**src/rtl/orps_pkg.sv**
```systemverilog
// Shared constants and types for the output ramp and protection supervisor.
// Assumes a 50 MHz ref_clk and a 500 kHz master clock seen as a synchronous input.
package orps_pkg;
   // Register addresses
   localparam logic [7:0] ADDR_PROT_CFG  = 8'h01;
   localparam logic [7:0] ADDR_RAMP_CFG  = 8'h03;
   localparam logic [7:0] ADDR_OFF_DELAY = 8'h06;
   localparam logic [7:0] ADDR_CUR_LIMIT = 8'h08;
   localparam logic [7:0] ADDR_RUN       = 8'h15;
   localparam logic [7:0] ADDR_STATUS    = 8'h16;
   localparam logic [7:0] ADDR_PG_DELAY  = 8'h1a;
   localparam logic [7:0] ADDR_PG_MODE   = 8'h1b;
   // Threshold configuration fields and reset
   localparam int         PC_PGH_BIT     = 5;
   localparam int         PC_PGL_BIT     = 4;
   localparam int         PC_OV_LSB      = 2;
   localparam int         PC_UV_LSB      = 0;
   localparam logic [5:0] PROT_CFG_RESET = 6'h08;
   // Ramp configuration fields: rising code low nibble, falling code high nibble
   localparam int         RC_RISE_LSB    = 0;
   localparam int         RC_FALL_LSB    = 4;
   localparam int         DWELL_UNIT     = 2;
   // Status register bits and reset
   localparam int         ST_OC_BIT      = 0;
   localparam int         ST_PG_BIT      = 1;
   localparam int         ST_TW_BIT      = 2;
   localparam logic [7:0] STATUS_RESET   = 8'h03;
   // Percentages of the active setpoint
   localparam logic [7:0] PCT_75  = 8'h4b;
   localparam logic [7:0] PCT_80  = 8'h50;
   localparam logic [7:0] PCT_85  = 8'h55;
   localparam logic [7:0] PCT_90  = 8'h5a;
   localparam logic [7:0] PCT_95  = 8'h5f;
   localparam logic [7:0] PCT_105 = 8'h69;
   localparam logic [7:0] PCT_110 = 8'h6e;
   localparam logic [7:0] PCT_120 = 8'h78;
   localparam logic [7:0] PCT_130 = 8'h82;
   localparam int         PCT_DIV = 100;
   // Voltage and timing figures
   localparam int         VW          = 12;
   localparam int         VSET_LSB_UV = 2500;
   localparam int         STEP_MV     = 10;
   localparam int         STEP_LSB    = STEP_MV * 1000 / VSET_LSB_UV;
   localparam int         MASTER_KHZ  = 500;
   localparam logic [7:0] PG_DELAY_MAX_MS = 8'h96;
   localparam logic [7:0] TW_SET_C    = 8'h78;
   localparam logic [7:0] TW_CLR_C    = 8'h75;

   typedef enum logic [2:0] {S_OFF, S_RAMP_UP, S_STEADY, S_OFF_WAIT, S_RAMP_DOWN, S_TRIPPED} orps_state_t;
endpackage : orps_pkg

```
**src/rtl/orps_step_if.sv**
```systemverilog
// Carrier between the supervisor and its ramp step pacer.
// Assumes both ends share ref_clk.
`timescale 1ns/100ps
interface orps_step_if;
   logic       master_tick;
   logic [4:0] dwell;
   logic       active;
   logic       step;
   modport ctl   (output master_tick, output dwell, output active, input step);
   modport pacer (input master_tick, input dwell, input active, output step);
endinterface : orps_step_if

```
**src/rtl/orps_step_pacer.sv**
```systemverilog
// Ramp step pacer: one step pulse per dwell count of master clock ticks.
// Assumes master_tick is a one-cycle pulse per master clock rising edge.
`timescale 1ns/100ps
module orps_step_pacer
   import orps_pkg::*;
(
   input wire logic   ref_clk,
   input wire logic   reset,
   orps_step_if.pacer sif
);
   logic [4:0] cnt;

   // Dwell counter; only master ticks advance it so all converters match
   always_ff @(posedge ref_clk or posedge reset) begin
      if (reset) begin
         cnt      <= 5'h00;
         sif.step <= 1'b0;
      end else begin
         sif.step <= 1'b0;
         if (!sif.active) begin
            cnt <= 5'h00;
         end else if (sif.master_tick) begin
            if (cnt + 5'h01 >= sif.dwell) begin
               cnt      <= 5'h00;
               sif.step <= 1'b1;
            end else begin
               cnt <= cnt + 5'h01;
            end
         end
      end
   end
endmodule : orps_step_pacer

```
**src/rtl/orps_pct_scale.sv**
```systemverilog
// Scales the active setpoint by a percentage into an absolute level.
// Assumes vset may change at any time; level follows one cycle later.
`timescale 1ns/100ps
module orps_pct_scale
   import orps_pkg::*;
(
   input  wire logic          ref_clk,
   input  wire logic          reset,
   input  wire logic [VW-1:0] vset,
   input  wire logic [7:0]    pct,
   output logic      [VW:0]   level
);
   logic [VW+7:0] prod;

   // Divide by a constant keeps the level exact to the setpoint LSB
   assign prod = (VW+8)'(vset) * (VW+8)'(pct);

   always_ff @(posedge ref_clk or posedge reset) begin
      if (reset) begin
         level <= '0;
      end else begin
         level <= (VW+1)'(prod / (VW+8)'(PCT_DIV));
      end
   end
endmodule : orps_pct_scale

```
**src/rtl/orps_supervisor.sv**
```systemverilog
// Ramp, turn-off delay, power-good and protection supervisor of a load converter.
// Assumes register port and all measurements are synchronous to ref_clk.
`timescale 1ns/100ps
module orps_supervisor
   import orps_pkg::*;
#(
   parameter int TICKS_PER_MS = MASTER_KHZ
)
(
   input  wire logic          ref_clk,
   input  wire logic          reset,
   input  wire logic          master_clk,
   input  wire logic [7:0]    reg_addr,
   input  wire logic [7:0]    reg_wdata,
   input  wire logic          reg_wr,
   input  wire logic          reg_rd,
   output logic      [7:0]    reg_rdata,
   input  wire logic [VW-1:0] vset,
   input  wire logic [VW-1:0] vout_meas,
   input  wire logic [7:0]    iout_meas,
   input  wire logic [7:0]    temp_meas,
   input  wire logic          pg_in,
   output logic               pg_out,
   output logic               pg_oe_n,
   output logic      [VW-1:0] vref,
   output logic               switch_en,
   output logic      [VW:0]   ov_level,
   output logic      [VW:0]   uv_level
);
   orps_state_t  state;
   logic [5:0]   prot_cfg;
   logic [7:0]   ramp_cfg;
   logic [7:0]   off_delay;
   logic [7:0]   cur_limit;
   logic         run;
   logic [7:0]   pg_delay;
   logic         pg_at_command;
   logic         oc_ok;
   logic         pg_status;
   logic         tw;
   logic         master_q;
   logic [VW-1:0] prebias_level;
   logic [17:0]  wait_cnt;
   logic [17:0]  pg_cnt;
   logic         pg_released;
   logic [VW:0]  pg_upper;
   logic [VW:0]  pg_lower;
   logic [7:0]   pct_hi;
   logic [7:0]   pct_lo;
   logic [7:0]   pct_ov;
   logic [7:0]   pct_uv;
   logic [3:0]   rise_code;
   logic [3:0]   fall_code;
   logic [4:0]   rise_dwell;
   logic [4:0]   fall_dwell;
   logic [17:0]  off_ticks;
   logic [17:0]  ramp_ticks;
   logic [17:0]  pg_ticks;
   logic [VW-1:0] next_vref;
   logic         oc_hit;
   logic         pg_hold;
   logic         outside;
   logic         ext_pull;
   logic         pg_warn;
   logic [7:0]   rd_mux;

   orps_step_if sif ();

   orps_step_pacer u_pacer (
      .ref_clk (ref_clk),
      .reset   (reset),
      .sif     (sif)
   );

   // Master clock edge detect; input is already synchronous
   always_ff @(posedge ref_clk or posedge reset) begin
      if (reset) begin
         master_q <= 1'b0;
      end else begin
         master_q <= master_clk;
      end
   end

   // Pacing: rate code sets dwell only, a zero rising code runs fastest
   assign rise_code       = ramp_cfg[RC_RISE_LSB +: 4];
   assign fall_code       = ramp_cfg[RC_FALL_LSB +: 4];
   assign rise_dwell      = 5'((rise_code == 4'h0 ? 4'h1 : rise_code) * DWELL_UNIT);
   assign fall_dwell      = 5'(fall_code * DWELL_UNIT);
   assign sif.master_tick = master_clk & ~master_q;
   assign sif.active      = (state == S_RAMP_UP) || (state == S_STEADY) || (state == S_RAMP_DOWN);
   assign sif.dwell       = (state == S_RAMP_DOWN) ? fall_dwell : rise_dwell;

   // Turn-off timing in master ticks; a partial last step still costs a whole dwell
   assign off_ticks  = 18'(18'(off_delay) * 18'(TICKS_PER_MS));
   assign ramp_ticks = 18'(((18'(vref) + 18'(STEP_LSB - 1)) / 18'(STEP_LSB)) * 18'(fall_dwell));
   assign pg_ticks   = 18'(18'(pg_delay) * 18'(TICKS_PER_MS));

   // One step toward the active setpoint, never overshooting it
   always_comb begin
      if (vref < vset) begin
         next_vref = ((vset - vref) > VW'(STEP_LSB)) ? vref + VW'(STEP_LSB) : vset;
      end else begin
         next_vref = ((vref - vset) > VW'(STEP_LSB)) ? vref - VW'(STEP_LSB) : vset;
      end
   end

   // Trip only counts once the output is above any pre-bias
   assign oc_hit = switch_en && (vout_meas > prebias_level) && (iout_meas >= cur_limit);

   // Sequencing: ramp up, track, delayed off, ramp down, trip
   always_ff @(posedge ref_clk or posedge reset) begin
      if (reset) begin
         state         <= S_OFF;
         vref          <= '0;
         switch_en     <= 1'b0;
         prebias_level <= '0;
         wait_cnt      <= 18'h00000;
      end else begin
         case (state)
            S_OFF: begin
               vref      <= '0;
               switch_en <= 1'b0;
               if (run) begin
                  prebias_level <= vout_meas;
                  state         <= S_RAMP_UP;
               end
            end
            S_RAMP_UP, S_STEADY: begin
               if (oc_hit) begin
                  switch_en <= 1'b0;
                  vref      <= '0;
                  state     <= S_TRIPPED;
               end else if (!run) begin
                  // Without falling ramp the whole delay ends in opening the switches
                  if (fall_code == 4'h0) begin
                     wait_cnt <= off_ticks;
                  end else begin
                     wait_cnt <= (off_ticks > ramp_ticks) ? off_ticks - ramp_ticks : 18'h00000;
                  end
                  state <= S_OFF_WAIT;
               end else begin
                  if (vref >= prebias_level) begin
                     switch_en <= 1'b1;
                  end
                  if (sif.step) begin
                     vref <= next_vref;
                  end
                  if (state == S_RAMP_UP && vref == vset) begin
                     state <= S_STEADY;
                  end
               end
            end
            S_OFF_WAIT: begin
               if (oc_hit) begin
                  switch_en <= 1'b0;
                  vref      <= '0;
                  state     <= S_TRIPPED;
               end else if (wait_cnt == 18'h00000) begin
                  if (fall_code == 4'h0) begin
                     switch_en <= 1'b0;
                     vref      <= '0;
                     state     <= S_OFF;
                  end else begin
                     state <= S_RAMP_DOWN;
                  end
               end else if (sif.master_tick) begin
                  wait_cnt <= wait_cnt - 18'h00001;
               end
            end
            S_RAMP_DOWN: begin
               if (oc_hit) begin
                  switch_en <= 1'b0;
                  vref      <= '0;
                  state     <= S_TRIPPED;
               end else if (vref == '0) begin
                  switch_en <= 1'b0;
                  state     <= S_OFF;
               end else if (sif.step) begin
                  vref <= (vref > VW'(STEP_LSB)) ? vref - VW'(STEP_LSB) : '0;
               end
            end
            S_TRIPPED: begin
               switch_en <= 1'b0;
               vref      <= '0;
               if (!run) begin
                  state <= S_OFF;
               end
            end
            default: begin
               state <= S_OFF;
            end
         endcase
      end
   end

   // Overcurrent status: trip clears it, next turn-on restores it
   always_ff @(posedge ref_clk or posedge reset) begin
      if (reset) begin
         oc_ok <= STATUS_RESET[ST_OC_BIT];
      end else if (oc_hit) begin
         oc_ok <= 1'b0;
      end else if (state == S_OFF && run) begin
         oc_ok <= 1'b1;
      end
   end

   // Register writes; threshold config locked while running
   always_ff @(posedge ref_clk or posedge reset) begin
      if (reset) begin
         prot_cfg      <= PROT_CFG_RESET;
         ramp_cfg      <= 8'h00;
         off_delay     <= 8'h00;
         cur_limit     <= 8'hff;
         run           <= 1'b0;
         pg_delay      <= 8'h00;
         pg_at_command <= 1'b0;
      end else if (reg_wr) begin
         case (reg_addr)
            ADDR_PROT_CFG:  if (!run) prot_cfg <= reg_wdata[5:0];
            ADDR_RAMP_CFG:  ramp_cfg <= reg_wdata;
            ADDR_OFF_DELAY: off_delay <= reg_wdata;
            ADDR_CUR_LIMIT: cur_limit <= reg_wdata;
            ADDR_RUN:       run <= reg_wdata[0];
            ADDR_PG_DELAY:  pg_delay <= (reg_wdata > PG_DELAY_MAX_MS) ? PG_DELAY_MAX_MS : reg_wdata;
            ADDR_PG_MODE:   pg_at_command <= reg_wdata[0];
            default:        ;
         endcase
      end
   end

   // Read data registered; unmapped addresses read zero
   always_comb begin
      case (reg_addr)
         ADDR_PROT_CFG:  rd_mux = {2'b00, prot_cfg};
         ADDR_RAMP_CFG:  rd_mux = ramp_cfg;
         ADDR_OFF_DELAY: rd_mux = off_delay;
         ADDR_CUR_LIMIT: rd_mux = cur_limit;
         ADDR_RUN:       rd_mux = {7'h00, run};
         ADDR_STATUS:    rd_mux = {5'h00, tw, pg_status, oc_ok};
         ADDR_PG_DELAY:  rd_mux = pg_delay;
         ADDR_PG_MODE:   rd_mux = {7'h00, pg_at_command};
         default:        rd_mux = 8'h00;
      endcase
   end

   always_ff @(posedge ref_clk or posedge reset) begin
      if (reset) begin
         reg_rdata <= 8'h00;
      end else begin
         reg_rdata <= reg_rd ? rd_mux : 8'h00;
      end
   end

   // Percent selection for the four thresholds
   assign pct_hi = prot_cfg[PC_PGH_BIT] ? PCT_105 : PCT_110;
   assign pct_lo = prot_cfg[PC_PGL_BIT] ? PCT_95 : PCT_90;
   assign pct_ov = (prot_cfg[PC_OV_LSB +: 2] == 2'b00) ? PCT_110 :
                   (prot_cfg[PC_OV_LSB +: 2] == 2'b01) ? PCT_120 : PCT_130;
   assign pct_uv = (prot_cfg[PC_UV_LSB +: 2] == 2'b00) ? PCT_75 :
                   (prot_cfg[PC_UV_LSB +: 2] == 2'b01) ? PCT_80 :
                   (prot_cfg[PC_UV_LSB +: 2] == 2'b10) ? PCT_85 : PCT_90;

   // Levels follow vset, so margining moves them too
   orps_pct_scale u_pg_hi (.ref_clk(ref_clk), .reset(reset), .vset(vset), .pct(pct_hi), .level(pg_upper));
   orps_pct_scale u_pg_lo (.ref_clk(ref_clk), .reset(reset), .vset(vset), .pct(pct_lo), .level(pg_lower));
   orps_pct_scale u_ov    (.ref_clk(ref_clk), .reset(reset), .vset(vset), .pct(pct_ov), .level(ov_level));
   orps_pct_scale u_uv    (.ref_clk(ref_clk), .reset(reset), .vset(vset), .pct(pct_uv), .level(uv_level));

   // Good window held in steady state, and during the wait if pin falls at ramp-down
   assign pg_hold  = (state == S_STEADY) || (state == S_OFF_WAIT && !pg_at_command);
   assign outside  = ({1'b0, vout_meas} > pg_upper) || ({1'b0, vout_meas} < pg_lower);
   assign ext_pull = pg_oe_n && !pg_in;
   assign pg_warn  = pg_released && (outside || ext_pull);

   // Release delay counted in master ticks once steady state is seen
   always_ff @(posedge ref_clk or posedge reset) begin
      if (reset) begin
         pg_cnt      <= 18'h00000;
         pg_released <= 1'b0;
      end else if (!pg_hold) begin
         pg_cnt      <= 18'h00000;
         pg_released <= 1'b0;
      end else if (!pg_released) begin
         if (pg_cnt >= pg_ticks) begin
            pg_released <= 1'b1;
         end else if (sif.master_tick) begin
            pg_cnt <= pg_cnt + 18'h00001;
         end
      end
   end

   // Open-drain good pin; only a status indication, never a shutdown
   always_ff @(posedge ref_clk or posedge reset) begin
      if (reset) begin
         pg_out    <= 1'b0;
         pg_oe_n   <= 1'b0;
         pg_status <= STATUS_RESET[ST_PG_BIT];
      end else begin
         pg_out    <= 1'b0;
         pg_oe_n   <= pg_released && !outside;
         pg_status <= !pg_warn;
      end
   end

   // Thermal warning with hysteresis
   always_ff @(posedge ref_clk or posedge reset) begin
      if (reset) begin
         tw <= STATUS_RESET[ST_TW_BIT];
      end else if (temp_meas > TW_SET_C) begin
         tw <= 1'b1;
      end else if (temp_meas < TW_CLR_C) begin
         tw <= 1'b0;
      end
   end
endmodule : orps_supervisor

```
**config.mk**
```make
export PLATFORM = sky130hd
export DESIGN_NAME = orps_supervisor
export DESIGN_NICKNAME = d
export VERILOG_FILES = /design/src/rtl/orps_pkg.sv /design/src/rtl/orps_step_if.sv /design/src/rtl/orps_step_pacer.sv /design/src/rtl/orps_pct_scale.sv /design/src/rtl/orps_supervisor.sv
export SDC_FILE = /design/constraint.sdc
export NUM_CORES = 2
export LEC_CHECK = 0
export BUFFER_PORTS_ARGS = -buffer_cell sky130_fd_sc_hd__buf_2
export CAP_MARGIN = 20
export CORE_MARGIN = 3
export CORE_UTILIZATION = 60
export DETAILED_ROUTE_END_ITERATION = 8
export PLACE_DENSITY = 0.76
export SLEW_MARGIN = 20
export SYNTH_ARGS = -nofsm -noshare
export SYNTH_HDL_FRONTEND = slang
export SYNTH_HIERARCHICAL = 1
export SYNTH_SLANG_ARGS = --single-unit
export TNS_END_PERCENT = 1
```
**constraint.sdc**
```tcl
create_clock -name ref_clk -period 22 [get_ports ref_clk]
set_input_delay 2.2 -clock ref_clk [delete_from_list [all_inputs] [get_ports ref_clk]]
set_output_delay 2.2 -clock ref_clk [all_outputs]
set_load 0.02 [all_outputs]
```
==> run_results.csv <==
group,metric,value,unit
placed_design,placed_area,43400,µm²
clock_tree,cts_buffers,17,
worst_setup_path,cp_top_family,"compound AO/OA/AOI/OAI gates",
clock_tree,cts_tree,"done",
floorplan,coreArea,69200,µm²
floorplan,start_util,61.0,%
worst_setup_path,r2r-end,"u_uv/level[0]$_DFF_PP0_",
hold_path,holdPathEnd,"wait_cnt[5]$_DFFE_PP0P_",
worst_setup_path,cp_max_fo,35,
logic_synthesis,ys.flop_type,"dfrtp_1",
sta,tns,0,ps
job,drv_cap,0,
floorplan,die_x,271,µm
routing,ant_nets,0,
sta,slew_headroom,25.7,%
sta,clock_skew,15.7,ps
sta,fmax,0.0590,GHz
logic_synthesis,synthArstFlopShare,100,%
global_routing,grt_use_total,30.2,%
floorplan,dieArea,73600,µm²
routing,avgViaCountPerCell,6.45,
clock_tree,numClockSinks,176,
status,status,"complete, no violations",
routing,num_vias,39700,
logic_synthesis,syn_area,42200,µm²
logic_synthesis,syn_inst,5201,
worst_setup_path,timing.reg2reg.setup_slack,6020,ps
clock_tree,clockBufferDepth,2,
clock_tree,cts_setup_buffers,0,
worst_setup_path,cp.arrival,17340,ps
clock_tree,clk_latency,490,ps
floorplan,io_pins,111,
sta,final_max_slew_viol_count,0,
logic_synthesis,avgSynthCellArea,8.12,µm²
routing,drcViolationCount,0,
placed_design,io_buffers,109,
logic_synthesis,yosysSeqAreaShare,10.5,%
floorplan,rows,96,
routing,finalWirelength,112000,µm
worst_setup_path,r2r_start,"prot_cfg[1]$_DFFE_PP0P_",
worst_setup_path,worst-path-buf-inv,5,
worst_setup_path,crit_top_cell,"fa_1",
logic_synthesis,netlist_top_cells_count,"inv_1 (538), nand2_1 (403), ha_1 (374)",
floorplan,die_height,271,µm
layout,synthToLayoutAreaGrowth,4.25,%
placed_design,hpwlAfterDp,87500,µm
layout,fin_area,44000,µm²
global_routing,grt_pass1_wl,189000,µm
layout,fillers,6058,
sta,finalWorstPathRequiredPeriod,16960,ps
logic_synthesis,synthDistinctLibCells,159,
clock_tree,root_buffer,"clkbuf_16",
sta,rsz0062_at_grt,"no",
worst_setup_path,slowest_delay,760,ps
logic_synthesis,synth.largest_area_cell,"fa_1",
worst_setup_path,worstRegToRegCells,49,
clock_tree,ctsResizeCount,0,
logic_synthesis,post-synth-top-count-cell,"inv_1",
logic_synthesis,ys_warn_count,6,
global_routing,grt_pass1_vias,37700,
layout,final_net_count,5954,
layout,drive_above_1_share,9.78,%
sta,hold_viol,0,
placed_design,gp_congestion,0.962,
worst_setup_path,cp.required,22380,ps
global_routing,grt-ovfl-total,0,
sta,setup_viol,0,
global_routing,grt_max_degree,74,
logic_synthesis,synth_edf_count,0,
worst_setup_path,startpoint_type,"primary input",
routing,dr.first_iter.drc_count,3694,
routing,first_pass_iters,8,
clock_tree,cts_max_level,4,
worst_setup_path,slowest_stage,"nor2_1",
hold_path,hold_class,"flop to flop",
hold_path,holdPathStages,1,
clock_tree,path_clk_slew,80,ps
hold_path,worstHoldStart,"wait_cnt[5]$_DFFE_PP0P_",
sta,fin_crit_sh,77.1,%
logic_synthesis,synth_area_leaders,"fa_1 (14%), ha_1 (11%), dfrtp_1 (9.8%)",
worst_setup_path,end_kind,"flop",
worst_setup_path,path_class,"primary input to flop",
logic_synthesis,synth_top_area_share,14.4,%
routing,avgRoutedWirePerCell,18.2,µm
sta,tightest_slew,1110,ps
logic_synthesis,synth_seq_cells,176,
clock_tree,cts_hold_buf,0,
global_routing,antenna_found_initial,5,
## final cells by class
class | instances | area (µm²) | area share (%)
clock buffers | 20 | 447 | 1.01
diodes | 6 | 15.0 | 0.0341
well taps | 931 | 1160 | 2.65
flip-flops and latches | 176 | 4420 | 10.0
inverters | 551 | 2070 | 4.71
repair buffers | 139 | 771 | 1.75
clock inverters | 12 | 139 | 0.316
multi-input cells | 4329 | 35000 | 79.5
## metal layers
metal / wire, µm / track usage (%) / vias up / part of all wire [%]
met5: 0 / 0 / - / 0
met4: 3830 / 11.2 / 0 / 3.4
met3: 6950 / 3.36 / 215 / 6.2
met2: 51700 / 48.8 / 1521 / 46
met1: 49500 / 41.7 / 19200 / 44
li1: - / - / 18800 / -
## stage by stage
stage | hold slack, ps | instances | worst slack, ps | util [%]
floorplan | 452 | 5245 | 7780 | -
global placement | 488 | 6126 | 5150 | 62.7
detailed placement | 486 | 6126 | 4870 | 62.7
CTS | 495 | 6158 | 5310 | 63.6
global route | 530 | 6163 | 3830 | 63.6
finish | 500 | 6164 | 5040 | 63.6
## cell families after synthesis
family	count (synthesis)	share of synthesized area (%)
muxes	96	2.50
DFF	176	10.5
and+or+nand+nor	1764	22.3
buffers and inverters	740	7.09
adders and majority gates	694	25.9
xor gates and xnor gates	232	5.13
AOI/OAI and AO/OA	1497	26.6
other	2	0.0178
## placed cells by master (no fill, tap or decap), types with 140 or more instances in the layout
cell	netlist	layout
nor2_1	280	279
xnor2_1	150	150
a21oi_1	281	281
nand3_1	140	140
nand2_1	403	403
o21ai_0	224	224
fa_1	304	304
and2_1	345	345
dfrtp_1	165	165
ha_1	374	374
inv_1	538	537
nor3_1	142	141
## registers in the layout (all words and copies together), names as in the netlist, 3 cells and up
register,cells
off_delay,8
pg_cnt,18
state,3
prebias_level,12
u_ov/level,13
vref,12
u_uv/level,13
ramp_cfg,8
wait_cnt,18
pg_delay,8
prot_cfg,6
reg_rdata,8
u_pg_hi/level,13
u_pacer/cnt,5
u_pg_lo/level,13
cur_limit,8
## how the worst max path moves through the flow
stage / slack, ps / cells past startpoint / start / end
global placement: 5150 / 47 / vset[4] / u_uv/level[0]$_DFF_PP0_
finish: 5040 / 47 / vset[1] / u_uv/level[0]$_DFF_PP0_
detailed placement: 4870 / 47 / vset[1] / u_uv/level[0]$_DFF_PP0_
CTS: 5310 / 47 / vset[1] / u_uv/level[0]$_DFF_PP0_
global route: 3830 / 47 / vset[1] / u_uv/level[0]$_DFF_PP0_
floorplan: 7780 / 51 / vset[2] / u_uv/level[0]$_DFF_PP0_
Power is not shown: default switching activity piles up to over one toggle a cycle in this logic, so the estimate is an artifact.
